[config.mk]
export PLATFORM = sky130hd
export DESIGN_NAME = serial_interface_setup_word
export DESIGN_NICKNAME = d
export VERILOG_FILES = /design/src/setup_word_pkg.sv /design/src/pin_sync.sv /design/src/serial_interface_setup_word.sv
export SDC_FILE = /design/constraint.sdc
export NUM_CORES = 1
export LEC_CHECK = 0
export BUFFER_PORTS_ARGS = -buffer_cell sky130_fd_sc_hd__buf_2
export CELL_PAD_IN_SITES_DETAIL_PLACEMENT = 0
export CELL_PAD_IN_SITES_GLOBAL_PLACEMENT = 1
export CORE_MARGIN = 3
export CORE_UTILIZATION = 34
export CTS_CLUSTER_SIZE = 40
export DETAILED_ROUTE_END_ITERATION = 10
export GPL_TIMING_DRIVEN = 0
export PLACE_DENSITY = 0.79
export SYNTH_ARGS = -nofsm -noshare
export SYNTH_HDL_FRONTEND = slang
export SYNTH_SLANG_ARGS = --single-unit
[constraint.sdc]
create_clock -name ref_clk -period 3.7 [get_ports ref_clk]
set_input_delay 0.555 -clock ref_clk [delete_from_list [all_inputs] [get_ports ref_clk]]
set_output_delay 0.555 -clock ref_clk [all_outputs]
set_load 0.01 [all_outputs]
[src/setup_word_pkg.sv]
/*
 * Constants and carriers for the nonvolatile identifier and interface setup words.
 * Assumes one 125 MHz system clock; the words are 16 bits wide.
 */
package setup_word_pkg;

    // ----------------------------------------------------------------
    // Word offsets in the nonvolatile image
    // ----------------------------------------------------------------
    localparam logic [1:0] ADDR_ID_LOW  = 2'h0;
    localparam logic [1:0] ADDR_ID_HIGH = 2'h1;
    localparam logic [1:0] ADDR_SETUP   = 2'h2;

    localparam logic [15:0] ID_LOW_RESET  = 16'h0000;
    localparam logic [15:0] ID_HIGH_RESET = 16'h0000;
    localparam logic [15:0] SETUP_RESET   = 16'h0000;

    // ----------------------------------------------------------------
    // Field positions inside the interface setup word
    // ----------------------------------------------------------------
    localparam int TADDR_LSB = 0;
    localparam int TADDR_W   = 7;
    localparam int INT_LSB   = 7;
    localparam int SSPOL_BIT = 9;
    localparam int CPHA_BIT  = 10;
    localparam int CPOL_BIT  = 11;
    localparam int CYC_LSB   = 12;
    localparam int SHAPE_BIT = 15;

    // Target address codes kept back for high speed entry
    localparam logic [6:0] HS_CODE_LOW  = 7'h04;
    localparam logic [6:0] HS_CODE_HIGH = 7'h07;

    // ----------------------------------------------------------------
    // Timing
    // ----------------------------------------------------------------
    localparam int CLK_PERIOD_NS = 8;
    localparam int MS_NS         = 1000000;
    localparam int MS_CYCLES     = MS_NS / CLK_PERIOD_NS;
    localparam int CONDITIONED_RESULT_W        = 24;

    typedef enum logic [1:0] {
        INT_EOC    = 2'h0,
        INT_ABOVE  = 2'h1,
        INT_BELOW  = 2'h2,
        INT_WINDOW = 2'h3
    } int_mode_e;

    typedef enum logic [1:0] {
        LD_WAIT = 2'b01,
        LD_DONE = 2'b10
    } load_state_e;

    // Field order follows bit order of the setup word, so a cast decodes it
    typedef struct packed {
        logic        secondOrderShape;
        logic [2:0]  cyclicSleepPeriod;
        logic        cpol;
        logic        cpha;
        logic        ssActiveHigh;
        int_mode_e   intSetup;
        logic [6:0]  targetAddr;
    } setup_s;

    typedef struct packed {
        logic selActive;
        logic sampleStrobe;
        logic driveStrobe;
        logic mosiBit;
    } spi_link_s;

    // Sleep period in milliseconds per code; zero marks an unassigned code
    function automatic logic [12:0] cycMs(input logic [2:0] code);
        unique case (code)
            3'h1:    cycMs = 13'd125;
            3'h2:    cycMs = 13'd250;
            3'h3:    cycMs = 13'd500;
            3'h4:    cycMs = 13'd1000;
            3'h5:    cycMs = 13'd2000;
            3'h6:    cycMs = 13'd4000;
            default: cycMs = 13'd0;
        endcase
    endfunction

endpackage

[src/pin_sync.sv]
/*
 * Three-stage synchroniser with agreement filter for asynchronous pins.
 * Assumes pins may change at any time relative to ref_clk.
 */
module pin_sync #(
    parameter int WIDTH = 1
) (
    input  wire logic             ref_clk,  // System clock
    input  wire logic             rst,      // Async reset, active high
    input  wire logic [WIDTH-1:0] pinIn,    // Raw pin levels
    output logic      [WIDTH-1:0] pinOut    // Filtered levels
);
    generate
        for (genvar i = 0; i < WIDTH; i++) begin : g_bit
            logic stage1Reg;
            logic stage2Reg;
            logic stage3Reg;
            logic filtReg;
            logic filtNext;

            // A change counts only once the second and third stages agree
            always_comb begin
                filtNext = (stage2Reg == stage3Reg) ? stage3Reg : filtReg;
            end

            always_ff @(posedge ref_clk or posedge rst) begin
                if (rst) begin
                    stage1Reg <= 1'b0;
                    stage2Reg <= 1'b0;
                    stage3Reg <= 1'b0;
                    filtReg   <= 1'b0;
                end else begin
                    stage1Reg <= pinIn[i];
                    stage2Reg <= stage1Reg;
                    stage3Reg <= stage2Reg;
                    filtReg   <= filtNext;
                end
            end

            assign pinOut[i] = filtReg;
        end
    endgenerate
endmodule

[src/serial_interface_setup_word.sv]
/*
 * Identifier words and interface setup word, with the decoded behaviour:
 * completion/threshold pin, select and clock edge detection, cyclic wake timer.
 * Assumes the nonvolatile image is presented on nvm* with nvmReady after reset,
 * and word reads/writes come from the command decoder on the mem* port.
 */
module serial_interface_setup_word #(
    parameter int MS_CYCLES = setup_word_pkg::MS_CYCLES
) (
    input  wire logic                              ref_clk,           // System clock
    input  wire logic                              rst,               // Async reset, high
    input  wire logic                              nvmReady,          // Image valid
    input  wire logic [15:0]                       nvmIdLow,          // Stored id low
    input  wire logic [15:0]                       nvmIdHigh,         // Stored id high
    input  wire logic [15:0]                       nvmSetup,          // Stored setup
    input  wire logic                              memWrEn,           // Word write pulse
    input  wire logic                              memRdEn,           // Word read pulse
    input  wire logic [1:0]                        memAddr,           // Word offset
    input  wire logic [15:0]                       memWrData,         // Write data
    output logic      [15:0]                       memRdData,         // Read data
    output logic                                   memRdValid,        // Read answer
    output logic                                   ifaceReady,        // Setup applied
    output logic      [31:0]                       customerId,        // Identifier
    output setup_word_pkg::setup_s                 setup,             // Decoded fields
    output logic                                   addrUsable,        // Address legal
    input  wire logic                              resultDone,        // Calc finished
    input  wire logic                              commandStart,      // New command
    input  wire logic [setup_word_pkg::CONDITIONED_RESULT_W-1:0] conditionedResult, // Result
    input  wire logic [setup_word_pkg::CONDITIONED_RESULT_W-1:0] thresholdOne,      // Threshold 1
    input  wire logic [setup_word_pkg::CONDITIONED_RESULT_W-1:0] thresholdTwo,      // Threshold 2
    output logic                                   eocPin,            // Completion pin
    input  wire logic                              sclkPin,           // SPI clock pin
    input  wire logic                              ssPin,             // SPI select pin
    input  wire logic                              mosiPin,           // SPI data in pin
    output setup_word_pkg::spi_link_s              spiLink,           // Link events
    input  wire logic                              cyclicRun,         // Cyclic enabled
    output logic                                   cycPeriodValid,    // Code assigned
    output logic                                   cyclicWake         // Wake pulse
);
    // ----------------------------------------------------------------
    // Word storage and power-up load
    // ----------------------------------------------------------------
    setup_word_pkg::load_state_e ldState_reg, ldState_next;
    logic [15:0] idLow_reg, idLow_next;
    logic [15:0] idHigh_reg, idHigh_next;
    logic [15:0] setup_reg, setup_next;
    logic [15:0] rdData_reg, rdData_next;
    logic        rdValid_reg, rdValid_next;
    logic        loaded;

    assign loaded = (ldState_reg == setup_word_pkg::LD_DONE);

    always_comb begin
        ldState_next = ldState_reg;
        idLow_next   = idLow_reg;
        idHigh_next  = idHigh_reg;
        setup_next   = setup_reg;
        rdData_next  = rdData_reg;
        rdValid_next = 1'b0;
        unique case (ldState_reg)
            setup_word_pkg::LD_WAIT: begin
                // Accesses are refused until the stored image is applied
                if (nvmReady) begin
                    idLow_next   = nvmIdLow;
                    idHigh_next  = nvmIdHigh;
                    setup_next   = nvmSetup;
                    ldState_next = setup_word_pkg::LD_DONE;
                end
            end
            setup_word_pkg::LD_DONE: begin
                if (memWrEn) begin
                    unique case (memAddr)
                        setup_word_pkg::ADDR_ID_LOW:  idLow_next  = memWrData;
                        setup_word_pkg::ADDR_ID_HIGH: idHigh_next = memWrData;
                        setup_word_pkg::ADDR_SETUP:   setup_next  = memWrData;
                        default: ;
                    endcase
                end
                if (memRdEn) begin
                    rdValid_next = 1'b1;
                    unique case (memAddr)
                        setup_word_pkg::ADDR_ID_LOW:  rdData_next = idLow_reg;
                        setup_word_pkg::ADDR_ID_HIGH: rdData_next = idHigh_reg;
                        setup_word_pkg::ADDR_SETUP:   rdData_next = setup_reg;
                        default:                      rdData_next = '0;
                    endcase
                end
            end
            default: ldState_next = setup_word_pkg::LD_WAIT;
        endcase
    end

    always_ff @(posedge ref_clk or posedge rst) begin
        if (rst) begin
            ldState_reg <= setup_word_pkg::LD_WAIT;
            idLow_reg   <= setup_word_pkg::ID_LOW_RESET;
            idHigh_reg  <= setup_word_pkg::ID_HIGH_RESET;
            setup_reg   <= setup_word_pkg::SETUP_RESET;
            rdData_reg  <= '0;
            rdValid_reg <= 1'b0;
        end else begin
            ldState_reg <= ldState_next;
            idLow_reg   <= idLow_next;
            idHigh_reg  <= idHigh_next;
            setup_reg   <= setup_next;
            rdData_reg  <= rdData_next;
            rdValid_reg <= rdValid_next;
        end
    end

    assign memRdData  = rdData_reg;
    assign memRdValid = rdValid_reg;
    assign ifaceReady = loaded;
    assign customerId = {idHigh_reg, idLow_reg};
    // Cast decodes address, interrupt, polarity, clock, period and shape
    assign setup      = setup_word_pkg::setup_s'(setup_reg);
    // Reserved codes are stored but flagged so address matching skips them
    assign addrUsable = loaded &&
                        !(setup.targetAddr >= setup_word_pkg::HS_CODE_LOW &&
                          setup.targetAddr <= setup_word_pkg::HS_CODE_HIGH);

    // ----------------------------------------------------------------
    // Completion / threshold pin
    // ----------------------------------------------------------------
    logic eoc_reg, eoc_next;
    logic above, below, inWindow;

    assign above = conditionedResult > thresholdOne;
    assign below = conditionedResult < thresholdOne;

    always_comb begin
        if (thresholdOne > thresholdTwo) begin
            inWindow = !(conditionedResult >= thresholdTwo && below);
        end else begin
            inWindow = (conditionedResult >= thresholdOne) &&
                       (conditionedResult < thresholdTwo);
        end
    end

    always_comb begin
        eoc_next = eoc_reg;
        unique case (setup.intSetup)
            setup_word_pkg::INT_EOC: begin
                // Completion in the same cycle as a new command wins
                if (resultDone) begin
                    eoc_next = 1'b1;
                end else if (commandStart) begin
                    eoc_next = 1'b0;
                end
            end
            setup_word_pkg::INT_ABOVE: begin
                // Equal to the threshold keeps the previous level
                if (resultDone && above) begin
                    eoc_next = 1'b1;
                end else if (resultDone && below) begin
                    eoc_next = 1'b0;
                end
            end
            setup_word_pkg::INT_BELOW: begin
                if (resultDone && below) begin
                    eoc_next = 1'b1;
                end else if (resultDone && above) begin
                    eoc_next = 1'b0;
                end
            end
            setup_word_pkg::INT_WINDOW: begin
                if (resultDone) begin
                    eoc_next = inWindow;
                end
            end
        endcase
    end

    always_ff @(posedge ref_clk or posedge rst) begin
        if (rst) begin
            eoc_reg <= 1'b0;
        end else begin
            eoc_reg <= eoc_next;
        end
    end

    assign eocPin = eoc_reg;

    // ----------------------------------------------------------------
    // SPI select and clock edge detection
    // ----------------------------------------------------------------
    logic [2:0] pinFilt;
    logic       sclkPrev_reg, sclkPrev_next;
    logic       selActive, latchOnRise, rise, fall;

    pin_sync #(.WIDTH(3)) u_pin_sync (
        .ref_clk (ref_clk),
        .rst     (rst),
        .pinIn   ({mosiPin, ssPin, sclkPin}),
        .pinOut  (pinFilt)
    );

    assign selActive   = loaded && (pinFilt[1] == setup.ssActiveHigh);
    // Modes 00 and 11 latch on rising, 01 and 10 on falling
    assign latchOnRise = !(setup.cpol ^ setup.cpha);
    assign rise        = pinFilt[0] && !sclkPrev_reg;
    assign fall        = !pinFilt[0] && sclkPrev_reg;

    always_comb begin
        sclkPrev_next = pinFilt[0];
    end

    always_ff @(posedge ref_clk or posedge rst) begin
        if (rst) begin
            sclkPrev_reg <= 1'b0;
        end else begin
            sclkPrev_reg <= sclkPrev_next;
        end
    end

    always_comb begin
        spiLink.selActive    = selActive;
        spiLink.sampleStrobe = selActive && (latchOnRise ? rise : fall);
        spiLink.driveStrobe  = selActive && (latchOnRise ? fall : rise);
        spiLink.mosiBit      = pinFilt[2];
    end

    // ----------------------------------------------------------------
    // Cyclic wake timer: millisecond enable, then period count
    // ----------------------------------------------------------------
    logic [$clog2(MS_CYCLES)-1:0] msDiv_reg, msDiv_next;
    logic [12:0]                  msCnt_reg, msCnt_next;
    logic                         wake_reg, wake_next;
    logic [12:0]                  periodMs;
    logic                         msTick;

    assign periodMs       = setup_word_pkg::cycMs(setup.cyclicSleepPeriod);
    assign cycPeriodValid = (periodMs != 13'd0);
    assign msTick = (msDiv_reg == ($clog2(MS_CYCLES))'(MS_CYCLES - 1));

    always_comb begin
        msDiv_next = msTick ? '0 : msDiv_reg + 1'b1;
        msCnt_next = msCnt_reg;
        wake_next  = 1'b0;
        if (!cyclicRun || !cycPeriodValid || !loaded) begin
            msDiv_next = '0;
            msCnt_next = '0;
        end else if (msTick) begin
            if (msCnt_reg == periodMs - 13'd1) begin
                msCnt_next = '0;
                wake_next  = 1'b1;
            end else begin
                msCnt_next = msCnt_reg + 13'd1;
            end
        end
    end

    always_ff @(posedge ref_clk or posedge rst) begin
        if (rst) begin
            msDiv_reg <= '0;
            msCnt_reg <= '0;
            wake_reg  <= 1'b0;
        end else begin
            msDiv_reg <= msDiv_next;
            msCnt_reg <= msCnt_next;
            wake_reg  <= wake_next;
        end
    end

    assign cyclicWake = wake_reg;

    // ----------------------------------------------------------------
    // Checks
    // ----------------------------------------------------------------
    a_id_write_low: assert property (@(posedge ref_clk) disable iff (rst)
        (loaded && memWrEn && memAddr == setup_word_pkg::ADDR_ID_LOW)
        |=> customerId[15:0] == $past(memWrData)) else $error("id low not stored");
    a_hs_code_blocked: assert property (@(posedge ref_clk) disable iff (rst)
        addrUsable |-> !(setup.targetAddr inside {[7'h04:7'h07]}))
        else $error("reserved address usable");
    // Select may be active in the very cycle the load completes, so it is held to the
    // current ready level; the registered read answer always lags one cycle
    a_load_before_access: assert property (@(posedge ref_clk) disable iff (rst)
        (memRdValid |-> $past(ifaceReady)) and (spiLink.selActive |-> ifaceReady))
        else $error("access before load");
    a_eoc_done_set: assert property (@(posedge ref_clk) disable iff (rst)
        (resultDone && setup.intSetup == setup_word_pkg::INT_EOC && !memWrEn)
        |=> eocPin) else $error("completion not raised");
    a_eoc_cmd_clear: assert property (@(posedge ref_clk) disable iff (rst)
        (commandStart && !resultDone && setup.intSetup == setup_word_pkg::INT_EOC
         && !memWrEn) |=> !eocPin) else $error("completion not cleared");
    a_above_thresh: assert property (@(posedge ref_clk) disable iff (rst)
        (resultDone && setup.intSetup == setup_word_pkg::INT_ABOVE && !memWrEn)
        |=> eocPin == ($past(above) ? 1'b1 : $past(below) ? 1'b0 : $past(eocPin)))
        else $error("above mode wrong");
    a_below_thresh: assert property (@(posedge ref_clk) disable iff (rst)
        (resultDone && setup.intSetup == setup_word_pkg::INT_BELOW && !memWrEn
         && conditionedResult < thresholdOne) |=> eocPin) else $error("below mode wrong");
    a_window_level: assert property (@(posedge ref_clk) disable iff (rst)
        (resultDone && setup.intSetup == setup_word_pkg::INT_WINDOW && !memWrEn
         && thresholdOne > thresholdTwo && conditionedResult == thresholdTwo)
        |=> !eocPin) else $error("window level wrong");
    a_sample_edge: assert property (@(posedge ref_clk) disable iff (rst)
        spiLink.sampleStrobe |-> selActive &&
        (pinFilt[0] == !(setup.cpol ^ setup.cpha)))
        else $error("sample on wrong edge");
    a_wake_spacing: assert property (@(posedge ref_clk) disable iff (rst)
        cyclicWake |=> !cyclicWake [*2]) else $error("wake too close");
endmodule

Word-level counts from Yosys, hierarchy flattened
Index checks and enable logic that the tools add are counted.
W data, S select, Z words.
- register bits: 112
- input port bits: 149
- output and inout port bits: 74
- logic and storage cells: 132
- add/subtract/negate cells: 3
- order comparisons: 8
- eq/ne operators: 28
- muxes and demuxes: 37
- bitwise gates (word level): 2
- reductions and logical operators: 31
- operators by type and width (cell ; number):
    $mux W16 ; 9
    $pmux W16 S2 ; 3
    $pmux W12 S6 ; 1
    $ge A24 B24 Y1 ; 2
    $gt A24 B24 Y1 ; 2
    $lt A24 B24 Y1 ; 2
    $pmux W16 S3 ; 1
    $mux W13 ; 3
    $mux W17 ; 2
    $add A17 B1 Y17 const B ; 1
    $eq A17 B17 Y1 const B ; 1
    $reduce_and A4 Y1 ; 4
    $mux W1 ; 15
    $add A13 B1 Y13 const B ; 1
    $eq A13 B13 Y1 ; 1
    $reduce_bool A13 Y1 ; 1
    $sub A13 B1 Y13 const B ; 1
    $logic_and A1 B1 Y1 ; 11
    $eq A3 B3 Y1 const B ; 3
    $ne A3 B3 Y1 const B ; 3
    $eq A2 B2 Y1 const B ; 4
    $ge A7 B3 Y1 const B ; 1
    $le A7 B3 Y1 const B ; 1
    $logic_not A1 Y1 ; 7
    15 further kinds ; 29

Logic depth before layout (Yosys ltp)
- depth in word-level cells: 7
- depth in mapped cells: 13
- gate-level depth less buffers: 11

Modules after synthesis
Synthesis repeated with hierarchy kept, for this count alone.
- cells, all modules: 863
- area, all modules: 7325.8 um2
- by module, submodules not included (module ; instances ; cells each ; area an instance (um2) ; seq. area each (um2)):
    serial_interface_setup_word ; 1 ; 844 ; 6965.4 ; 2503.7
    pin_sync ; 1 ; 19 ; 360.3 ; 300.3

Worst setup path after synthesis
OpenSTA, ideal clock, no wires.
- kind: register -> register
- from: register setup_reg[13], in the netlist setup[13]
- to: register msCnt_reg[2]
- library setup time: 0.128 ns
- arrival: 2.738 ns
- required time: 3.572 ns
- path slack: 0.834 ns
- stages on the path, launching flop included: 14
- path buffers: 2
- clock period less this slack: 2.866 ns
- cell sequence: dfrtp_1 > buf_2 > nor2_1 > nand2_1 > ha_1 > xnor2_1 > a21o_1 > a221o_1 > a2111o_1 > o311ai_4 > buf_6 > o21ai_1 > nand2_1 > o31ai_1
- cells in the longest elaborated chain, start to end: 7
- elaborated cells on any way between the ends: 17
- classes of those cells: 1 x add/sub; 7 x eq/ne; 4 x mux; 5 x reduce/logical
- RTL lines (item ; line ; text):
    start, declared ; serial_interface_setup_word.sv:46 ; logic [15:0] setup_reg, setup_next;
    start signal, assigned ; serial_interface_setup_word.sv:98 ; setup_reg <= setup_word_pkg::SETUP_RESET;
    start signal, assigned ; serial_interface_setup_word.sv:105 ; setup_reg <= setup_next;
    $eq A3 B3 Y1, or another cell as far along ; setup_word_pkg.sv:74 ; unique case (code)
    $pmux W12 S6 * ; setup_word_pkg.sv:74 ;
    $sub A13 B1 Y13 / $reduce_bool A13 Y1 (equally long branches) ; serial_interface_setup_word.sv:244, serial_interface_setup_word.sv:233 ;
    $eq A13 B13 Y1 / $logic_not A1 Y1 (equally long branches) ; serial_interface_setup_word.sv:244, serial_interface_setup_word.sv:240 ;
    $mux W13 / $logic_or A1 B1 Y1 (equally long branches) ; serial_interface_setup_word.sv:244, serial_interface_setup_word.sv:240 ;
    $mux W13 / $logic_or A1 B1 Y1 (equally long branches) ; serial_interface_setup_word.sv:243, serial_interface_setup_word.sv:240 ;
    $mux W13 / $reduce_bool A2 Y1 (equally long branches) ; -- ;
    end signal, assigned ; serial_interface_setup_word.sv:260 ; msCnt_reg <= msCnt_next;
    end, declared ; serial_interface_setup_word.sv:227 ; logic [12:0] msCnt_reg, msCnt_next;
Mark *: on every way between the ends. The rest lies on a longest branch, timed or not. The select of a mux whose other input is x is not followed.
A chain may end at the register's enable or synchronous reset.

Worst setup path after layout
- from: register setup_reg[13], in the netlist setup[13]
- to: register msCnt_reg[7]
Same word-level chain as after synthesis.

==> metrics.txt <==
endpoint of the most critical setup path msCnt_reg[7]; arrival time of data at the critical path endpoint 3.44 ns; total leakage power 4.52 nW; Slew Limit Fails 0; final net count 1318; leading post-synthesis cells by instance count 128 x sky130_fd_sc_hd__a21oi_1, 111 x sky130_fd_sc_hd__dfrtp_1, 96 x sky130_fd_sc_hd__nor2_1; Reg2Reg Capture Point msCnt_reg[7]; RSZ-0062 raised after global routing false; number of buffers inserted by port buffering 220; post-CTS sizing 0; critical path capture point type flip-flop; setup violation total in the final timing report 0; drt first-iter violations 355; boundary pin count 223; clock-pin slew of the registers on the worst-case setup and hold paths 0.08 ns; Top FF cell, synth sky130_fd_sc_hd__dfrtp_1; Non-Filler Instances 1368; clk sink count 112; cell accounting for the most synthesized area sky130_fd_sc_hd__dfrtp_1; type of origin of the critical path flip-flop; Routability Congestion 0.898; xor-xnor portion of the synthesized cell area 2.88%; dominant cell by count in the synthesized netlist sky130_fd_sc_hd__a21oi_1; adder-cell share of the synthesized area 13.4%; area added between synthesis and finish 24.2%; fin util 43.8%; H-tree lvl count 3; nets in the synthesized netlist 1086; measured slew at the worst slew-check pin 0.885 ns; first-pass GRT wire length 37.5 mm; site row count 52; Compound-Gate Fraction of Synth Area 18.5%; Root Driver sky130_fd_sc_hd__clkbuf_16; number of instances in the synthesized netlist 861; Die Area 23300 um^2; Pre-Repair DR Iteration Count 4; asr flop ratio synth 100%; mean instance size in the synthesized netlist 8.48 um^2; Hold WC Path Type in -> async; vias in the first global route 6948; depth of the most critical reg-to-reg path 13; number of storage elements in the synthesis netlist 112; worst vdd ir 0.313 mV; clock tree buffer depth 2; final-layout worst hold slack 0.254 ns; later-pin clock latency in the skew report 0.35 ns; highest net fanout along the worst path 10; outcome complete, no violations; TritonCTS clock tree done; beginning of the worst register-to-register path setup[13]; core area 20700 um^2; share of synthesized area spent on multiplexers 2.61%; Remaining DRCs 0; Register-to-Register Setup Slack 0.49 ns; overall track demand over capacity in global routing 19.8%; maximum clock frequency 0.312 GHz; horizontal die dimension 153 um; Routed Wire Length 23.6 mm; fraction of layout instances using a drive strength above 1 23.0%; Post-Synthesis Cell Area 7300 um^2; number of maximum-capacitance violations 0; height of the chip 153 um; routed length per placed instance 17.2 um; CTS hold repair buffers 0; final critical delay including setup and external delays 3.21 ns; start point of the critical path setup[13]; number of buffers created by CTS 9; power density of the placed cells 572 nW/um^2; worst rel slew slack 40.5%; number of synthesis warnings 0; Distinct cells, synth 58; count of nets left with antenna violations after detail routing 0; vias per cell 5.14; skew final 0.00981 ns; simple-gate share of the synthesized area 18.9%; top cells by area in the synthesized netlist sky130_fd_sc_hd__dfrtp_1 38%, sky130_fd_sc_hd__ha_1 13%, sky130_fd_sc_hd__a21oi_1 8.8%; part of the Yosys area used for sequential elements 38.4%; vias post-DR 7032; effective utilization at floorplan 35.3%; area share of the leading cell type in the synthesized netlist 38.1%; number of enable flip-flop cells after synthesis 0; Overflow after GRT 0; largest net degree at the start of global routing 63; Total Power Consumption 5.18 mW; initial antenna violation count 4; Cells after DPL 1352; Hold Vio Cnt, Final 0; min setup slack post-route 0.493 ns; share of the clock period used by the worst path after layout 86.7%; critical path class reg -> reg; hpwl dp 19.2 mm; setup fix buffers added after clock tree synthesis 0; pre-CTS worst setup slack 0.534 ns; CP required 3.94 ns; flip-flop count of the largest register after layout 17; combinational family with the most area after synthesis simple AND/OR/NAND/NOR gates
## layer usage
metal  global-route usage, %  wire (um)
met5                       0         30
met4                    5.22        553
met3                    4.54       1340
met2                    33.3      11400
met1                    25.9      10200
## cells in the final DEF, fill, tap and decap left out, types with 8 or more instances in the layout
| cell type | Yosys | final |
|---|---|---|
| sky130_fd_sc_hd__a21oi_1 | 128 | 128 |
| sky130_fd_sc_hd__xor2_1 | 13 | 13 |
| sky130_fd_sc_hd__clkbuf_1 | 26 | 26 |
| sky130_fd_sc_hd__a21o_1 | 8 | 8 |
| sky130_fd_sc_hd__xnor2_1 | 11 | 11 |
| sky130_fd_sc_hd__o21ai_0 | 53 | 53 |
| sky130_fd_sc_hd__and3_1 | 13 | 13 |
| sky130_fd_sc_hd__nand3_1 | 21 | 21 |
| sky130_fd_sc_hd__ha_1 | 76 | 76 |
| sky130_fd_sc_hd__nor2_1 | 96 | 96 |
| sky130_fd_sc_hd__buf_2 | 3 | 223 |
| sky130_fd_sc_hd__inv_1 | 61 | 60 |
| sky130_fd_sc_hd__mux2i_1 | 19 | 19 |
| sky130_fd_sc_hd__dfrtp_1 | 111 | 111 |
| sky130_fd_sc_hd__nand2_1 | 89 | 89 |
| sky130_fd_sc_hd__nand4_1 | 15 | 15 |
| sky130_fd_sc_hd__clkbuf_16 | 0 | 9 |
| sky130_fd_sc_hd__and2_1 | 17 | 17 |
## through the flow
stage	area, um^2	setup TNS (ns)
after floorplan	7300	0
after global placement	8740	-139.45
after detailed placement	8770	0
after CTS	9060	0
after global routing	9060	0
final	9060	0
## worst max-delay path, stage by stage, from the launching register on
cell and delay [ns]:
sky130_fd_sc_hd__dfrtp_1 0.48, sky130_fd_sc_hd__buf_2 0.24, sky130_fd_sc_hd__nor2_1 0.20, sky130_fd_sc_hd__nand2_1 0.11, sky130_fd_sc_hd__ha_1 0.32, sky130_fd_sc_hd__xnor2_1 0.13, sky130_fd_sc_hd__a21o_1 0.15, sky130_fd_sc_hd__a221o_1 0.26
sky130_fd_sc_hd__a2111o_1 0.45, sky130_fd_sc_hd__o311ai_4 0.35, sky130_fd_sc_hd__buf_6 0.20, sky130_fd_sc_hd__o21ai_1 0.08, sky130_fd_sc_hd__nand2_1 0.06, sky130_fd_sc_hd__o21ai_1 0.06
## kinds of logic (layout without fill, tap and decap cells)
| group | Yosys count | count (layout) |
|---|---|---|
| xor+xnor | 24 | 24 |
| flops | 112 | 112 |
| fa+ha+maj | 79 | 79 |
| other cells | 0 | 1 |
| simple gates | 294 | 294 |
| compound gates | 236 | 236 |
| buf+inv | 97 | 333 |
| mux | 19 | 19 |
## where the power goes
part           total (mW)  switching, mW  internal, mW
combinational        2.29           1.40         0.891
sequential           1.93          0.337          1.60
clock               0.962          0.489         0.473
total                5.18           2.22          2.96
## cell type report
type	count	area, um^2
Fill cell	2144	11600
Multi-Input combinational cell	652	4110
Sequential cell	112	2800
Timing Repair Buffer	221	1130
Tap cell	270	338
Inverter	61	234
Clock buffer	9	225
Buffer	36	154
Clock inverter	6	63.8
Antenna cell	1	2.50
## how the worst min path moves through the flow
stage	start	end	slack, ns	cells after the start
2_1_floorplan	u_pin_sync.g_bit[0].stage1Reg	u_pin_sync.g_bit[0].stage2Reg	0.33	0
3_3_place_gp	u_pin_sync.g_bit[2].stage1Reg	u_pin_sync.g_bit[2].stage2Reg	0.33	0
3_5_place_dp	u_pin_sync.g_bit[1].stage1Reg	u_pin_sync.g_bit[1].stage2Reg	0.34	0
4_1_cts	rst	msCnt_reg[7]	0.26	2
5_1_grt	rst	msCnt_reg[7]	0.28	2
6_report	rst	msDiv_reg[1]	0.25	2
(Power assumes the default switching activity.)
